==> src/hdl/disk_port_pkg.sv <==
// Purpose: shared constants and types for the disk port data path
// Assumes: both ends run on one clock, i_clk at 100 MHz
// Notes:   host register map is local to the host controller
package disk_port_pkg;

  localparam int WORD_W          = 16;
  localparam int BYTE_W          = 8;
  localparam int LEN_W           = 16;
  localparam int FIFO_DEPTH      = 16;
  localparam int BYTES_PER_WORD  = 2;
  localparam int MIN_BURST_BYTES = 2;
  localparam int CSEL_SYNC_N     = 3;

  localparam logic [WORD_W-1:0] BUS_RELEASED = 16'hffff;
  localparam logic [BYTE_W-1:0] BYTE_ZERO    = 8'h00;

  // host register map, word indices on the plain register port
  localparam int                REG_AW     = 3;
  localparam logic [REG_AW-1:0] REG_CTRL   = 3'h0;
  localparam logic [REG_AW-1:0] REG_LEN    = 3'h1;
  localparam logic [REG_AW-1:0] REG_BURST  = 3'h2;
  localparam logic [REG_AW-1:0] REG_STATUS = 3'h3;
  localparam logic [REG_AW-1:0] REG_DATA   = 3'h4;

  // control register bits
  localparam int CTRL_START_PIO = 0;
  localparam int CTRL_START_DMA = 1;
  localparam int CTRL_NARROW    = 2;
  localparam int CTRL_DEV_SEL   = 3;

  // status register bits
  localparam int ST_BUSY  = 0;
  localparam int ST_DONE  = 1;
  localparam int ST_BSY   = 2;
  localparam int ST_DRQ   = 3;
  localparam int ST_DMARQ = 4;
  localparam int ST_W     = 5;

  localparam logic [LEN_W-1:0] LEN_RESET   = 16'h0000;
  localparam logic [LEN_W-1:0] BURST_RESET = 16'h0200;

  typedef enum logic [2:0]
  {
    H_IDLE    = 3'b000,
    H_WAIT    = 3'b001,
    H_ACK     = 3'b010,
    H_STROBE  = 3'b011,
    H_CAPTURE = 3'b100
  } host_state_t;

endpackage : disk_port_pkg

==> src/hdl/disk_bus_if.sv <==
// Purpose: the parallel disk bus between host controller and device end
// Assumes: both parties share i_clk; data lines pull high when released
// Notes:   the bus carries device-to-host data only
`timescale 1ns/1ns
interface disk_bus_if;
  import disk_port_pkg::*;

  logic [WORD_W-1:0] dd_dev;
  logic              dd_dev_oe_n;
  logic [WORD_W-1:0] dd;
  logic              rd_stb;
  logic              dev_sel;
  logic              bsy;
  logic              drq;
  logic              dmarq;
  logic              dmack_n;

  // released lines float to the pull-up level
  assign dd = dd_dev_oe_n ? BUS_RELEASED : dd_dev;

  modport host_end
  (
    input  dd,
    input  bsy,
    input  drq,
    input  dmarq,
    output rd_stb,
    output dev_sel,
    output dmack_n
  );

  modport dev_end
  (
    output dd_dev,
    output dd_dev_oe_n,
    output bsy,
    output drq,
    output dmarq,
    input  rd_stb,
    input  dev_sel,
    input  dmack_n
  );
endinterface : disk_bus_if

==> src/hdl/disk_dev_end.sv <==
// Purpose: device end: packs outgoing bytes into bus words and serves
//          programmed-I/O and DMA reads from a word FIFO
// Assumes: one clock i_clk, synchronous active-low reset i_resetn
// Notes:   cable select arrives from a pin and is synchronised
//
// How it works
// - pio words move only when not busy and requesting
// - pio is 16 bits; 8-bit pio optional
// - each data-request block restarts byte numbering
// - dma moves only after request then acknowledge
// - dma always uses the full 16-bit bus
// - each acknowledge period is one burst
// - a dma burst holds at least one word
// - bytes numbered 0 to n-1, byte 0 first
// - even byte on low lane, odd on high
// - 8-bit pio: one byte on low lane, ascending
// - one host, one or two devices, ids 0/1
// - id from jumper or from cable select level
`timescale 1ns/1ns

module word_fifo #(
  parameter int WIDTH = 16,
  parameter int DEPTH = 16
) (
  input  wire logic             i_clk,
  input  wire logic             i_resetn,
  input  wire logic [WIDTH-1:0] i_in_data,
  input  wire logic             i_in_valid,
  output logic                  o_in_ready,
  output logic      [WIDTH-1:0] o_out_data,
  output logic                  o_out_valid,
  input  wire logic             i_out_ready,
  input  wire logic             i_flush
);
  localparam int AW = $clog2(DEPTH);

  logic [WIDTH-1:0] mem [DEPTH];
  logic [AW-1:0]    wr_ptr_reg;
  logic [AW-1:0]    rd_ptr_reg;
  logic [AW:0]      count_reg;
  wire              push = i_in_valid && o_in_ready;
  wire              pop  = o_out_valid && i_out_ready;
  wire  [AW-1:0]    last = AW'(DEPTH - 1);

  assign o_in_ready  = (count_reg != (AW+1)'(DEPTH));
  assign o_out_valid = (count_reg != '0);
  assign o_out_data  = mem[rd_ptr_reg];

  always_ff @(posedge i_clk)
  begin
    if (push)
      mem[wr_ptr_reg] <= i_in_data;
  end

  always_ff @(posedge i_clk)
  begin
    if (!i_resetn || i_flush)
    begin
      wr_ptr_reg <= '0;
      rd_ptr_reg <= '0;
      count_reg  <= '0;
    end
    else
    begin
      if (push)
        wr_ptr_reg <= (wr_ptr_reg == last) ? '0 : wr_ptr_reg + 1'b1;
      if (pop)
        rd_ptr_reg <= (rd_ptr_reg == last) ? '0 : rd_ptr_reg + 1'b1;
      count_reg <= count_reg + (AW+1)'(push) - (AW+1)'(pop);
    end
  end
endmodule : word_fifo

module disk_dev_end
  import disk_port_pkg::*;
#(
  parameter bit NARROW_PIO_OK = 1'b1,
  parameter int DEPTH         = FIFO_DEPTH
) (
  input  wire logic              i_clk,
  input  wire logic              i_resetn,
  disk_bus_if.dev_end            bus,
  input  wire logic [BYTE_W-1:0] i_tx_byte,
  input  wire logic              i_tx_valid,
  output logic                   o_tx_ready,
  input  wire logic              i_start,
  input  wire logic              i_dma,
  input  wire logic              i_narrow,
  input  wire logic [LEN_W-1:0]  i_len,
  input  wire logic              i_jumper_en,
  input  wire logic              i_jumper_dev,
  input  wire logic              i_csel,
  output logic                   o_dev_id,
  output logic                   o_active,
  output logic                   o_done,
  output logic                   o_burst_end
);
  logic [CSEL_SYNC_N-1:0] csel_sync_reg;
  logic                   csel_level_reg;
  logic                   active_reg;
  logic                   dma_reg;
  logic                   narrow_reg;
  logic [LEN_W-1:0]       len_reg;
  logic [LEN_W-1:0]       cnt_reg;
  logic                   half_reg;
  logic [BYTE_W-1:0]      lo_byte_reg;
  logic [WORD_W-1:0]      dd_reg;
  logic                   dd_oe_n_reg;
  logic                   dmack_n_prev_reg;
  logic                   done_reg;
  logic                   burst_end_reg;

  logic [WORD_W-1:0]      fifo_in_data;
  logic                   fifo_in_valid;
  logic                   fifo_in_ready;
  logic [WORD_W-1:0]      fifo_out_data;
  logic                   fifo_out_valid;

  // a change on cable select counts once the 2nd and 3rd stages agree
  wire csel_agree = (csel_sync_reg[1] == csel_sync_reg[2]);

  assign o_dev_id = i_jumper_en ? i_jumper_dev : csel_level_reg;
  wire selected   = (bus.dev_sel == o_dev_id);

  // 8-bit transfers only in pio and only where the part allows it
  wire narrow_req = NARROW_PIO_OK && i_narrow && !i_dma;
  wire byte_mode  = narrow_reg;
  wire [LEN_W-1:0] step = byte_mode ? LEN_W'(1) : LEN_W'(BYTES_PER_WORD);
  // an odd 16-bit length drops its last byte rather than pad the lane
  wire [LEN_W-1:0] len_even = {i_len[LEN_W-1:1], 1'b0};
  wire [LEN_W-1:0] len_eff  = narrow_req ? i_len : len_even;

  // byte 0 lands on the low lane, its successor on the high lane
  assign fifo_in_data  = byte_mode ? {BYTE_ZERO, i_tx_byte}
                                   : {i_tx_byte, lo_byte_reg};
  assign fifo_in_valid = i_tx_valid && (byte_mode || half_reg);
  assign o_tx_ready    = (byte_mode || half_reg) ? fifo_in_ready : 1'b1;
  wire   lo_take       = i_tx_valid && !byte_mode && !half_reg;

  wire data_ready = active_reg && fifo_out_valid;
  assign bus.bsy   = active_reg && !fifo_out_valid;
  assign bus.drq   = data_ready && !dma_reg && selected;
  assign bus.dmarq = data_ready && dma_reg && selected;

  wire pio_take = !dma_reg && !bus.bsy && bus.drq;
  wire dma_take = dma_reg && bus.dmarq && !bus.dmack_n;
  wire pop      = bus.rd_stb && (pio_take || dma_take);
  wire [LEN_W-1:0] cnt_next = cnt_reg + step;
  wire last_one = (cnt_next >= len_reg);

  assign bus.dd_dev      = dd_reg;
  assign bus.dd_dev_oe_n = dd_oe_n_reg;
  assign o_active        = active_reg;
  assign o_done          = done_reg;
  assign o_burst_end     = burst_end_reg;

  word_fifo #(
    .WIDTH (WORD_W),
    .DEPTH (DEPTH)
  ) tx_fifo (
    .i_clk       (i_clk),
    .i_resetn    (i_resetn),
    .i_in_data   (fifo_in_data),
    .i_in_valid  (fifo_in_valid),
    .o_in_ready  (fifo_in_ready),
    .o_out_data  (fifo_out_data),
    .o_out_valid (fifo_out_valid),
    .i_out_ready (pop),
    .i_flush     (i_start)
  );

  always_ff @(posedge i_clk)
  begin
    if (!i_resetn)
    begin
      csel_sync_reg  <= '0;
      csel_level_reg <= 1'b0;
    end
    else
    begin
      csel_sync_reg <= {csel_sync_reg[CSEL_SYNC_N-2:0], i_csel};
      if (csel_agree)
        csel_level_reg <= csel_sync_reg[2];
    end
  end

  // block framing: a new start flushes the fifo and restarts numbering
  always_ff @(posedge i_clk)
  begin
    if (!i_resetn)
    begin
      active_reg <= 1'b0;
      dma_reg    <= 1'b0;
      narrow_reg <= 1'b0;
      len_reg    <= LEN_RESET;
      cnt_reg    <= LEN_RESET;
      done_reg   <= 1'b0;
    end
    else if (i_start)
    begin
      active_reg <= (len_eff != LEN_RESET);
      dma_reg    <= i_dma;
      narrow_reg <= narrow_req;
      len_reg    <= len_eff;
      cnt_reg    <= LEN_RESET;
      done_reg   <= 1'b0;
    end
    else
    begin
      done_reg <= pop && last_one;
      if (pop)
      begin
        cnt_reg <= cnt_next;
        if (last_one)
          active_reg <= 1'b0;
      end
    end
  end

  always_ff @(posedge i_clk)
  begin
    if (!i_resetn || i_start)
    begin
      half_reg    <= 1'b0;
      lo_byte_reg <= BYTE_ZERO;
    end
    else if (lo_take)
    begin
      half_reg    <= 1'b1;
      lo_byte_reg <= i_tx_byte;
    end
    else if (fifo_in_valid && fifo_in_ready)
      half_reg <= 1'b0;
  end

  // the word is driven for exactly the cycle after the read strobe
  always_ff @(posedge i_clk)
  begin
    if (!i_resetn)
    begin
      dd_reg           <= BUS_RELEASED;
      dd_oe_n_reg      <= 1'b1;
      dmack_n_prev_reg <= 1'b1;
      burst_end_reg    <= 1'b0;
    end
    else
    begin
      dd_oe_n_reg      <= !pop;
      dmack_n_prev_reg <= bus.dmack_n;
      burst_end_reg    <= !dmack_n_prev_reg && bus.dmack_n;
      if (pop)
        dd_reg <= fifo_out_data;
    end
  end
endmodule : disk_dev_end

==> src/flat_wrapper.sv <==
// flat-port wrapper written by rule: the top's interface ports become plain ports
module disk_dev_end_flat import disk_port_pkg::*;
#(
  parameter bit NARROW_PIO_OK = 1'b1,
  parameter int DEPTH         = FIFO_DEPTH
)
  (i_clk, i_resetn, i_tx_byte, i_tx_valid, o_tx_ready, i_start, i_dma, i_narrow, i_len, i_jumper_en, i_jumper_dev, i_csel, o_dev_id, o_active, o_done, o_burst_end, bus_dd_dev, bus_dd_dev_oe_n, bus_bsy, bus_drq, bus_dmarq, bus_rd_stb, bus_dev_sel, bus_dmack_n);
  disk_bus_if bus_i ();
  input  wire logic i_clk;
  input  wire logic i_resetn;
  input  wire logic [BYTE_W-1:0] i_tx_byte;
  input  wire logic i_tx_valid;
  output logic o_tx_ready;
  input  wire logic i_start;
  input  wire logic i_dma;
  input  wire logic i_narrow;
  input  wire logic [LEN_W-1:0] i_len;
  input  wire logic i_jumper_en;
  input  wire logic i_jumper_dev;
  input  wire logic i_csel;
  output logic o_dev_id;
  output logic o_active;
  output logic o_done;
  output logic o_burst_end;
  output wire logic [$bits(bus_i.dd_dev)-1:0] bus_dd_dev;
  output wire logic [$bits(bus_i.dd_dev_oe_n)-1:0] bus_dd_dev_oe_n;
  output wire logic [$bits(bus_i.bsy)-1:0] bus_bsy;
  output wire logic [$bits(bus_i.drq)-1:0] bus_drq;
  output wire logic [$bits(bus_i.dmarq)-1:0] bus_dmarq;
  input wire logic [$bits(bus_i.rd_stb)-1:0] bus_rd_stb;
  input wire logic [$bits(bus_i.dev_sel)-1:0] bus_dev_sel;
  input wire logic [$bits(bus_i.dmack_n)-1:0] bus_dmack_n;
  assign bus_dd_dev = bus_i.dd_dev;
  assign bus_dd_dev_oe_n = bus_i.dd_dev_oe_n;
  assign bus_bsy = bus_i.bsy;
  assign bus_drq = bus_i.drq;
  assign bus_dmarq = bus_i.dmarq;
  assign bus_i.rd_stb = bus_rd_stb;
  assign bus_i.dev_sel = bus_dev_sel;
  assign bus_i.dmack_n = bus_dmack_n;
  disk_dev_end #(.NARROW_PIO_OK(NARROW_PIO_OK), .DEPTH(DEPTH)) u_core (.i_clk(i_clk), .i_resetn(i_resetn), .bus(bus_i), .i_tx_byte(i_tx_byte), .i_tx_valid(i_tx_valid), .o_tx_ready(o_tx_ready), .i_start(i_start), .i_dma(i_dma), .i_narrow(i_narrow), .i_len(i_len), .i_jumper_en(i_jumper_en), .i_jumper_dev(i_jumper_dev), .i_csel(i_csel), .o_dev_id(o_dev_id), .o_active(o_active), .o_done(o_done), .o_burst_end(o_burst_end));
endmodule
==> config.mk <==
export PLATFORM = sky130hd
export DESIGN_NAME = disk_dev_end_flat
export DESIGN_NICKNAME = d
export VERILOG_FILES = /design/src/hdl/disk_port_pkg.sv /design/src/hdl/disk_bus_if.sv /design/src/hdl/disk_dev_end.sv /design/src/flat_wrapper.sv
export SDC_FILE = /design/constraint.sdc
export NUM_CORES = 1
export LEC_CHECK = 0
export BUFFER_PORTS_ARGS = -buffer_cell sky130_fd_sc_hd__buf_2
export CAP_MARGIN = 10
export CELL_PAD_IN_SITES_DETAIL_PLACEMENT = 0
export CELL_PAD_IN_SITES_GLOBAL_PLACEMENT = 1
export CORE_ASPECT_RATIO = 1.5
export CORE_MARGIN = 2
export CORE_UTILIZATION = 56
export DETAILED_ROUTE_END_ITERATION = 6
export PLACE_DENSITY = 0.95
export SYNTH_ARGS = -nofsm -noshare
export SYNTH_HDL_FRONTEND = slang
export SYNTH_HIERARCHICAL = 1
export SYNTH_SLANG_ARGS = --single-unit
==> constraint.sdc <==
create_clock -name i_clk -period 6.6 [get_ports i_clk]
set_clock_uncertainty 0.05 [all_clocks]
set_input_delay 1.32 -clock i_clk [delete_from_list [all_inputs] [get_ports i_clk]]
set_output_delay 1.32 -clock i_clk [all_outputs]
set_load 0.005 [all_outputs]
Word-level counts from Yosys, hierarchy flattened. Memory sizes are Yosys's and may differ from the RTL's. A register that Yosys moved wholly into a read port is not among the register bits. Cells that the tools add are included. Widths: inputs -> output; s select.

RAM bits: 256. Word-level logic and storage cells: 83. Register bits: 65. Memories: 1. Output and inout bits: 25. Input bits: 36.

Add/sub/neg operators: 5. Bitwise logic cells: 1. $lt $le $gt $ge: 1. Multiplexer cells: 14. Equal/unequal tests: 5. Reduce and logical (&&, ||, !) cells: 40.

Memories: u_core.tx_fifo.mem (depth 16, bits a word 16, read ports 1, clocked after Yosys merged registers in 1, wr ports 1, RTL line disk_dev_end.sv:37) `logic [WIDTH-1:0] mem [DEPTH];`.

Operator list (count): $logic_and 1x1->1 (19); $add 16x16->16 (1); $ge 16x16->1 (1); $mux 16 (1); $reduce_bool 16->1 (1); $logic_not 1->1 (11); $mux 1 (10); $add 4x1->4 const B (2); $eq 4x4->1 const B (2); $mux 4 (2); $reduce_bool 2->1 (3); $add 5x1->5 (1); $ne 5x5->1 const B (1); $reduce_bool 5->1 (1); $sub 5x1->5 (1); $logic_or 1x1->1 (3); $eq 1x1->1 (2); $mux 2 (1); $reduce_and 2->1 (1); $reduce_or 2->1 (1); $not 1->1 (1).

Depth between registers and ports, before layout. Gate-level depths: netlist of the first run.

Depth after elaboration: 10. Mapped depth: 20. Gate-level depth less buffers: 18.

Hierarchy. Netlist of the first run, hierarchy kept.

By module, submodules not included: word_fifo (times used 1, area an instance 10520.1 µm², seq. area each 8027.7 µm², cells each 509); disk_dev_end (times used 1, area an instance 3437.0 µm², seq. area each 1361.3 µm², cells each 402).

Least setup slack after synthesis of the first run. No wires, ideal clock.

Kind: input-to-reg. Start: input port i_jumper_en. End: register u_core.tx_fifo.count_reg[4]. Arrival time: 3.923 ns. Path buffers: 1. Slack: 2.506 ns. Setup time: 0.121 ns. Required time: 6.429 ns. Cell stages on the path: 16. Cell sequence: mux2_2 > mux2i_2 > nand2_1 > inv_2 > buf_2 > nand2_1 > inv_1 > ha_1 > inv_1 > ha_1 > inv_1 > fa_1 > nand2b_1 > a21oi_1 > o21ai_0 > nor3b_1.

Word-level cells in the longest chain between the ends: 9.

Ends and longest elaborated chain: from (decl) (RTL line flat_wrapper.sv:18) `input wire logic i_jumper_en;`; $mux 1 (*) (RTL line disk_dev_end.sv:122) `assign o_dev_id = i_jumper_en ? i_jumper_dev : csel_level_reg;`; $eq 1x1->1 (*) (RTL line disk_dev_end.sv:123) `wire selected = (bus.dev_sel == o_dev_id);`; $logic_and 1x1->1 (RTL line disk_dev_end.sv:143) `assign bus.dmarq = data_ready && dma_reg && selected;`; $logic_and 1x1->1 (2 in series) (RTL line disk_dev_end.sv:146) `wire dma_take = dma_reg && bus.dmarq && !bus.dmack_n;`; $logic_or 1x1->1 (*) (RTL line disk_dev_end.sv:147) `wire pop = bus.rd_stb && (pio_take || dma_take);`; $logic_and 1x1->1 (*) (RTL line disk_dev_end.sv:147); named net u_core.pop (RTL line disk_dev_end.sv:147); $logic_and 1x1->1 (*) (RTL line disk_dev_end.sv:42) `wire pop = o_out_valid && i_out_ready;`; $sub 5x1->5 (*) (RTL line disk_dev_end.sv:69) `count_reg <= count_reg + (AW+1)'(push) - (AW+1)'(pop);`; to (signal assigned) (RTL line disk_dev_end.sv:69); to (decl) (RTL line disk_dev_end.sv:40) `logic [AW:0] count_reg;`.

The timed path passes the listed nets; every way through them passes the cells marked *. A chain may end at the register's enable or synchronous reset.

Worst setup path in the final report of the first run.
Start: input port i_jumper_en. End: register u_core.tx_fifo.count_reg[4].

Word-level cells in the longest chain between the ends: 9.

Ends and longest elaborated chain (RTL line): $mux 1 (*) (disk_dev_end.sv:122); $eq 1x1->1 (*) (disk_dev_end.sv:123); $logic_and 1x1->1 (disk_dev_end.sv:143); $logic_and 1x1->1 (2 in series) (disk_dev_end.sv:146); $logic_or 1x1->1 (*) (disk_dev_end.sv:147); $logic_and 1x1->1 (*) (disk_dev_end.sv:147); $logic_and 1x1->1 (*) (disk_dev_end.sv:42); $sub 5x1->5 (*) (disk_dev_end.sv:69).

Mark *: on every way between the ends. The rest lies on a longest branch, timed or not.

==> results of run 1 <==
report_power, final:
group / switching [mW] / leakage, nW / internal, mW
sequential: 0.00916 / 2.98 / 2.32
clock: 0.740 / 0.442 / 0.921
combinational: 0.0752 / 1.87 / 0.0411
total: 0.824 / 5.30 / 3.28
placed cells by master (no fill, tap or decap), types with 22 or more instances in the layout:
| master | count |
|---|---|
| a21oi_1 | 28 |
| buf_2 | 60 |
| nand3_1 | 30 |
| ha_1 | 29 |
| nor2b_1 | 29 |
| a22oi_1 | 32 |
| nand2_1 | 98 |
| dfxtp_1 | 83 |
| clkbuf_16 | 29 |
| inv_1 | 34 |
| mux4_2 | 64 |
| nor2_1 | 26 |
| buf_4 | 22 |
| edfxtp_1 | 256 |
worst max path at each step:
| stage | cells after the start | end | from | slack, ns |
|---|---|---|---|---|
| detailed placement | 16 | u_core/tx_fifo/count_reg[4] | i_jumper_en | 1.60 |
| CTS | 16 | u_core/tx_fifo/count_reg[4] | i_jumper_en | 2.16 |
| global placement | 16 | u_core/tx_fifo/count_reg[4] | i_jumper_en | 1.70 |
| finish | 16 | u_core/tx_fifo/count_reg[4] | i_jumper_en | 2.16 |
| floorplan | 16 | u_core/tx_fifo/count_reg[4] | i_jumper_en | 2.51 |
| global route | 16 | u_core/tx_fifo/count_reg[4] | i_jumper_en | 1.79 |
cell families after synthesis:
group | count (synthesis) | synth area share [%]
buffers and inverters | 81 | 2.56
AO/OA/AOI/OAI | 83 | 3.85
XOR/XNOR | 30 | 1.88
AND/OR/NAND/NOR | 254 | 9.18
adder cells (fa/ha/maj) | 31 | 2.89
flip-flops | 341 | 67.3
multiplexers | 91 | 12.4
routing by layer:
| metal | GRT usage [%] | up-vias |
|---|---|---|
| met5 | 0 | - |
| met4 | 9.96 | 0 |
| met3 | 2.85 | 92 |
| met2 | 43.2 | 320 |
| met1 | 29.2 | 3920 |
| li1 | - | 3550 |
final cells by class:
| class | count | share of cell area (%) |
|---|---|---|
| Sequential cell | 341 | 60.2 |
| Timing Repair Buffer | 82 | 2.98 |
| Clock buffer | 40 | 5.05 |
| Inverter | 36 | 0.882 |
| Multi-Input combinational cell | 489 | 27.3 |
| Tap cell | 324 | 2.60 |
| Clock inverter | 14 | 0.963 |
critical path, cell delays in order:
cell	delay (ns)
buf_2	0.08
mux2_2	0.34
mux2i_2	0.62
nand2_1	0.18
inv_2	0.44
nand2_1	0.22
inv_1	0.10
ha_1	0.22
inv_1	0.06
ha_1	0.16
inv_1	0.06
fa_1	0.42
nand2b_1	0.16
a21oi_1	0.20
o21ai_0	0.09
nor3b_1	0.14
==> metrics list, run 1 <==
* WL final: 30500 um
- Initial DRC count: 725
- Area of the mapped netlist: 14000 um2
- Timing analysis after detailed placement gives a worst setup slack of 1.60 ns.
- For the worst setup path, the data required time is 6.98 ns.
- Number of slew-limit violations in the final report: 0
- After layout, the design draws a total of 4.10 mW.
- Die area: 26200 um2
- Wl on met1: 11400 um
- In this run the count of I/O pins placed on the die edge is 61.
* R2R setup slack: 2.29 ns
- Min Hold Slack: 0.348 ns
- DR DRC count: 0
* Launch instance of the worst min-delay path: u_core/dmack_n_prev_reg
- Number of buffers between clock root and the deepest sink: 3
- Row count: 70
* FF-to-FF path depth: 18
- The repair_antennas step left the layout with diodes totalling 0.
- Number of sinks driven by the clock tree: 341
- Outcome: finished clean
* Static leakage: 5.30 nW
- Final Non-Filler Cells: 1326
* Clock latency on the worst-skew pair: 0.56 ns
- After synthesis, the most frequently instantiated cells are edfxtp_1, nand2_1, dfxtp_1.
- The detailed router placed 7882 vias in this run.
- In the post-synthesis netlist, the biggest area contributors are edfxtp_1, dfxtp_1, mux4_2.
* Total track usage: 23.9%
- Die span in y: 197 um
- Slew margin rel.: 26.4%
- Post-route cell area: 15600 um2
- Mean number of vias per cell: 5.94
- Critical path arrival: 4.82 ns
- Setup violation total in the final timing report: 0
* Multi-input logic area: 4260 um2
- The critical path in this run is classified as input pin to register.
- Largest area contributor in the netlist: edfxtp_1
- Synth warnings: 6
* Cell depth of the worst hold path: 1
- In this run the cell area measured after placement is 14700 um2.
* Max-cap violations: 0
- Maximum level of the CTS H-tree: 1
- Global placement routability congestion: 0.760
* Resized cells post-CTS: 0
- Summing all flip-flop and latch instances after layout gives 9390 um2.
- TritonCTS buffer count: 29
- The smallest clock period supported by the final layout is computed as 4.44 ns.
- Critical register-to-register path endpoint: u_core/tx_fifo/count_reg[4]
* Launching element type of the critical path: input pin
- Entering global routing, the biggest net connects 65 pins.
- Clock tree from TritonCTS: built
* Setup bufs post-CTS: 0
* Post-cts hold buffer count: 0
* Worst Hold End: u_core/o_burst_end
- Critical path peak fanout: 25
- Setup repair after global routing left no endpoint under its margin.
- DP Cell Count: 1272
- Most used DFF post-synth: edfxtp_1
- Setup tns final: 0 ns
- Endpoint kind of the worst setup timing path: register
- Wire segments on met3 add up to 1910 um in the final route.
* Final cycle utilization of the critical path: 67.3%
- Counting flops and latches in the post-synthesis netlist gives 341.
- Routed wire per std cell: 23.0 um
- The cell count after synthesis came out at 911.
* Core region area: 24400 um2
* Slew of the pin with the lowest slew margin: 1.10 ns
- Average cell area after synthesis: 15.3 um2
- Relative to the synthesized area, the layout overhead comes to 11.8%.
- IO Port Bufs: 60
- After detailed routing, the met2 layer carries 15900 um of wire.
- Peak supply drop: 0.000211 V
- Largest register FFs: 256
- Reg with most FFs: u_core/tx_fifo/mem
* R2R Path Start: u_core/tx_fifo/count_reg[2]
* Nets@finish: 1046
* Die outline width: 133 um
- Once the floorplan was initialized, standard cells occupied 57.1% of the core.
- The most common cell in the synthesized netlist is edfxtp_1.
- Initial antenna violation count: 0
- Number of fill cells: 1681
- Power density of the placed cells: 263 nW/um2
- Clock transition at the registers of the reported paths: 0.07 ns
- Sequential-to-total area share from yosys stat: 67.3%
- Highest metal layer with signal wires: met4
* Fraction of layout cells with a size suffix above 1: 22.8%
* Number of detailed-route iterations in the first pass: 4
* Async S/R FF share, synth: 0%
- Fmax: 225 MHz
- Detailed placer's ending HPWL: 18200 um
* Syn_nets: 978
- Final Util: 63.8%
- The via count of the first global-routing pass was 8145.
- The tightest min-delay check is of the register to register type.
- The count of nets left with antenna violations once routing finished came out at 0.
- Global-route wire length before repair: 46900 um
- In this run, synthesis inferred 256 flip-flops with an integrated enable.
- The final count of hold timing violations came to 0.
- Final critical-path setup slack: 2.16 ns
* Gr ovfl total: 0
- The netlist uses 59 different library cells.
- Summed over its instances, the top area cell type makes up 55.1% of the synthesized netlist area.
- CTS Root Cell: clkbuf_16
Power figures use the tool's default switching activity.
==> run 2, diff against run 1 <==
- CORE_UTILIZATION: 56 -> 52
- PLACE_DENSITY: 0.95 -> 0.9
- clock period: 6.6 -> 4.5 ns (I/O delays scaled with it)
==> metrics list, run 2 (synthesis results as in run 1) <==
- Dividing the final minimum period by the clock period gives 80.3%.
- Total track usage: 22.2%
* Total placed instance area: 14700 um2
- Via total after detailed routing: 7829
- For this design, the sink count on the clock tree is 341.
- After routing, the total negative slack on setup checks comes to 0 ns.
- Port buffering added 60 buffers.
- Setup violations remaining at the end of the flow were counted as 0.
* Final critical-path setup slack: 0.886 ns
- Gr ovfl total: 0
* Synth-to-Final Area Change: 13.1%
- Reg with most FFs: u_core/tx_fifo/mem
- The die is 138 um wide.
- The tightest hold path in the finished design has a slack of 0.334 ns.
- At the placement stage, the worst setup path has a slack of 0.757 ns.
- Row count: 73
- Starting density of the core: 52.7%
* Launching element type of the critical path: register
* Fraction of layout cells with a size suffix above 1: 23.6%
- Nets@finish: 1054
- Final Util: 59.6%
- TritonCTS buffer count: 30
- During I/O placement, the number of pins put on the boundary was 61.
* Required time at the worst-slack endpoint: 4.86 ns
- The number of pins exceeding their max-slew limit in the final report came to 0.
- Number of detailed-route iterations in the first pass: 5
- Multi-input logic area: 4260 um2
- Critical path arrival: 3.97 ns
- Final Non-Filler Cells: 1349
- Across the VDD grid, the largest voltage drop is 0.000348 V.
- Max-cap violations: 0
- Core region area: 26500 um2
- DP Cell Count: 1292
- Post-route cell area: 15800 um2
- Power density of the placed cells: 398 nW/um2
* Clock latency on the worst-skew pair: 0.55 ns
- Clock transition at the registers of the reported paths: 0.07 ns
* Die span in y: 205 um
- Endpoint kind of the worst setup timing path: register
- Slew margin rel.: 29.7%
- Tot Pwr: 6.28 mW
- For this run, the top clock speed supported by timing is 277 MHz.
- For the pin with the worst max-slew slack, the measured transition is 1.05 ns.
* Class of the most critical hold timing path: register to register
- Number of global-route vias before repair: 7939
* Outcome: finished clean
- Largest register FFs: 256
- Entering global routing, the biggest net connects 46 pins.
- Number of hold-slack violations in the final timing report: 0
- Leaving out fill and tap cells, the most frequent cell in the layout is edfxtp_1.
* Initial antenna violation count: 1
- For this run, design rule violations remaining after detail routing come to 0.
* Resized cells post-CTS: 0
- Initial DRC count: 566
- TritonCTS built the clock tree.
* Number of fill cells: 1948
- Summed over all cells, the static leakage comes to 5.40 nW.
- Remaining number of nets flagged by the antenna check after routing: 0
- Period minus WS final: 3.61 ns
- Routed wire per std cell: 22.8 um
- Leading cell types in the layout, fill and taps excluded: edfxtp_1, nand2_1, dfxtp_1
- In this run the number of H-tree levels came out at 1.
- The die covers 28200 um2.
* Register area: 9390 um2
* Critical path peak fanout: 14
* WL final: 30700 um
- Detailed placement ended at an HPWL of 17900 um.
- The first global-routing pass estimated 46200 um of wire.
- Setup bufs post-CTS: 0
- Number of buffers between clock root and the deepest sink: 3
* Post-cts hold buffer count: 0
- CTS Root Cell: clkbuf_16
* Mean number of vias per cell: 5.80
* Type of the setup path with the least slack: register to register
- Global placement routability congestion: 0.767
- Setup repair after global routing left no endpoint under its margin.
[run 2: path summary, 6_finish.rpt]
kind / start / endpoint / slack, ns / cells past startpoint
setup / recovery: u_core/tx_fifo/count_reg[3] / u_core/tx_fifo/count_reg[4] / 0.89 / 19
hold / removal: u_core/dmack_n_prev_reg / u_core/o_burst_end / 0.33 / 1
setup reg to reg: u_core/tx_fifo/count_reg[3] / u_core/tx_fifo/count_reg[4] / 0.89 / 19
hold reg to reg: u_core/dmack_n_prev_reg / u_core/o_burst_end / 0.33 / 1
[run 2: final cells by class]
| cell class | instances | area share (%) |
|---|---|---|
| flip-flops and latches | 341 | 59.5 |
| multi-input cells | 489 | 27.0 |
| clock buffers | 33 | 4.96 |
| repair buffers | 89 | 3.28 |
| well taps | 337 | 2.67 |
| clock inverters | 23 | 1.68 |
| inverters | 36 | 0.872 |
| diodes | 1 | 0.0159 |
[run 2: where the power goes]
part / switching (mW) / internal [mW] / total [mW]
registers: 0.0113 / 3.40 / 3.41
logic: 0.115 / 0.0616 / 0.177
clock network: 1.09 / 1.60 / 2.69
[run 2: layer usage]
metal / vias up / track usage (%) / share of wire [%] / wire length (um)
li1: 3568 / - / - / -
met1: 3857 / 27.4 / 38 / 11600
met2: 330 / 39.1 / 51 / 15600
met3: 74 / 3.71 / 7.9 / 2440
met4: 0 / 8.42 / 3.8 / 1170
met5: - / 0 / 0 / 0
[run 2: worst max-delay path, cell delays in order, from the launching register on]
cell      delay (ns)
dfxtp_1         0.32
inv_1           0.08
ha_1            0.17
or4b_1          0.59
nand3_1         0.16
mux2i_2         0.08
buf_4           0.19
nand2_1         0.10
inv_2           0.04
nand2_1         0.12
inv_1           0.07
ha_1            0.26
inv_1           0.06
ha_1            0.15
inv_1           0.06
fa_1            0.42
nand2b_1        0.16
a21oi_1         0.18
o21ai_0         0.09
nor3b_1         0.14
==> run 3, diff against run 2 <==
- clock period: 4.5 -> 3.58 ns (I/O delays scaled with it)
==> metrics list, run 3 (synthesis results as in run 1) <==
- The first global-routing pass estimated 46100 um of wire.
- Launch instance of the worst min-delay path: i_csel
- Port buffering added 60 buffers.
- Fraction of layout cells with a size suffix above 1: 24.7%
* Launching element type of the critical path: register
- Number of buffers between clock root and the deepest sink: 3
- Peak supply drop: 0.000446 V
- Setup repair after global routing left no endpoint under its margin.
- Multi-input logic area: 4260 um2
- WL final: 30500 um
* Die area: 28200 um2
- Die outline width: 138 um
- Final Non-Filler Cells: 1355
* Slew of the pin with the lowest slew margin: 1.17 ns
* Nets@finish: 1061
- Cell breakdown of the critical path: inv_1, ha_1, or4b_4, nand3b_1, mux2i_2, nand2_1, inv_2, nand2_1, inv_1, ha_1, inv_1, ha_1, inv_1, fa_1, nand2b_1, a21oi_1, o21ai_0, nor3b_1
* Period minus WS final: 3.29 ns
- The initialized floorplan defines 73 standard-cell rows.
* Number of detailed-route iterations in the first pass: 5
- Largest register FFs: 256
* Setup violation total in the final timing report: 0
- Endpoint kind of the worst setup timing path: register
- Sw power: 1.58 mW
- Class of the most critical hold timing path: input pin to register
- Cell depth of the worst hold path: 2
- The final count of hold timing violations is 0.
- Maximum level of the CTS H-tree: 1
- Buffers added to address setup during post-CTS repair amount to 0.
- After detailed placement, the design holds a cell count of 1299.
* Core region area: 26500 um2
* Static leakage: 5.46 nW
* Routed wire per std cell: 22.5 um
* CP max-delay cell: or4b_4
- Slew margin rel.: 22.0%
* Global placement routability congestion: 0.770
* Via total after detailed routing: 7937
* Detailed placer's ending HPWL: 18600 um
- Int Pwr: 6.38 mW
- Leading cell types in the layout, fill and taps excluded: edfxtp_1, nand2_1, dfxtp_1
- Type of the setup path with the least slack: register to register
- Power density of the placed cells: 501 nW/um2
- Worst Hold End: u_core/csel_sync_reg[0]
- DR DRC count: 0
* Largest net degree at the start of global routing: 44
* Clock tree from TritonCTS: built
- Adding up every negative setup slack in the final design gives 0 ns.
- Fraction of power spent switching nets: 19.9%
- Critical path arrival: 3.65 ns
- Across the run, the number of max-cap violations was 0.
* I/O pins: 61
* Tot Pwr: 7.96 mW
* Register area: 9390 um2
* Number of sinks driven by the clock tree: 341
- Fmax: 304 MHz
- Leaving out fill and tap cells, the most frequent cell in the layout is edfxtp_1.
- Fraction of power consumed by the clock network: 43.3%
* Critical path peak fanout: 5
- Remaining number of nets flagged by the antenna check after routing: 0
* Total track usage: 22.3%
* R2R setup slack: 0.29 ns
- STA puts the critical path data required time at 3.94 ns.
* Initial DRC count: 716
- Critical register-to-register path endpoint: u_core/tx_fifo/count_reg[4]
- Starting density of the core: 52.7%
- Total placed instance area: 14800 um2
* Diode count: 0
* Gr ovfl total: 0
- The flow ran to the end, and the final reports show no timing, DRC or antenna violations.
- Clock latency on the worst-skew pair: 0.56 ns
- At the placement stage, the worst setup path has a slack of 0.193 ns.
* Die span in y: 205 um
- The via count of the first global-routing pass was 7965.
- Once layout is done, the placed cells without fillers occupy 15900 um2.
* Initial antenna violation count: 0
- Hold timing on the final database bottoms out at a slack of 0.327 ns.
* Sequential power share: 53.9%
* R2R Path Start: u_core/tx_fifo/count_reg[3]
* Worst path most repeated cell: inv_1
- Number of slew-limit violations in the final report: 0
- FF-to-FF path depth: 18
* Final Util: 60.0%
- CTS Root Cell: clkbuf_16
- More flip-flops sit in one register than any other, and that register is u_core/tx_fifo/mem.
- The filler cells instantiated in the layout total 1967.
* Mean number of vias per cell: 5.86
- Of the total power, combinational logic draws 2.8%.
- In this design, the stage delay of the slowest critical-path cell is 0.49 ns.
- Counting the buffers created by CTS gives 30.
* Final cycle utilization of the critical path: 91.9%
- Clock transition at the registers of the reported paths: 0.07 ns
- Final critical-path setup slack: 0.292 ns
- Compared with the post-synthesis result, the final layout area differs by 13.9%.
## run 3: cell count changes in the layout (fill, tap and decap cells not counted), sizes merged
cell,delta
buf,+7
clkinv,-1
inv,-1
clkbuf,+4
bufinv,-2
diode,-1
## run 3: power groups by stage
stage / logic, mW / clock network [mW] / registers, mW
after floorplan: 0.138 / 0 / 4.37
after global placement: 0.219 / 0 / 4.38
after detailed placement: 0.226 / 0 / 4.38
after CTS: 0.228 / 3.50 / 4.29
after global routing: 0.253 / 3.65 / 4.29
final: 0.226 / 3.45 / 4.29
## run 3: critical path, delay by kind of cell, from the launching register on
family | cells | cell delay, ns
adder cells (fa/ha/maj) | 4 | 1.00
AND/OR/NAND/NOR | 6 | 1.13
AO/OA/AOI/OAI | 2 | 0.28
flip-flops | 1 | 0.32
multiplexers | 1 | 0.08
buffers and inverters | 5 | 0.29
## run 3: metal layers
metal / track usage [%] / wire, um / up-vias
met5: 0 / 0 / -
met4: 7.94 / 1050 / 0
met3: 3.14 / 2410 / 65
met2: 39.0 / 15500 / 350
met1: 28.1 / 11500 / 3946
li1: - / - / 3576
## run 3: worst max path at each step
stage                                           start                          end  slack (ns)
final                     u_core/tx_fifo/count_reg[3]  u_core/tx_fifo/count_reg[4]        0.29
after global routing      u_core/tx_fifo/count_reg[3]  u_core/tx_fifo/count_reg[4]       0.005
after CTS                            u_core/byte_mode              u_core/o_active        0.17
after detailed placement             u_core/byte_mode              u_core/o_active        0.19
after global placement               u_core/byte_mode              u_core/o_active        0.29
after floorplan                           i_jumper_en  u_core/tx_fifo/count_reg[4]        0.09
## run 3: layout make-up
type,count,area share [%]
Clock inverter,19,1.35
Inverter,36,0.866
Timing Repair Buffer,96,3.75
Sequential cell,341,59.1
Clock buffer,37,5.49
Multi-Input combinational cell,489,26.8
Tap cell,337,2.65
## run 3: repair_timing
item / in CTS / in global routing
gates resized for setup: 0 / 1
endpoints found under the hold margin: 0 / 0
setup endpoints to repair: 0 / 3
hold buffers: 0 / 0
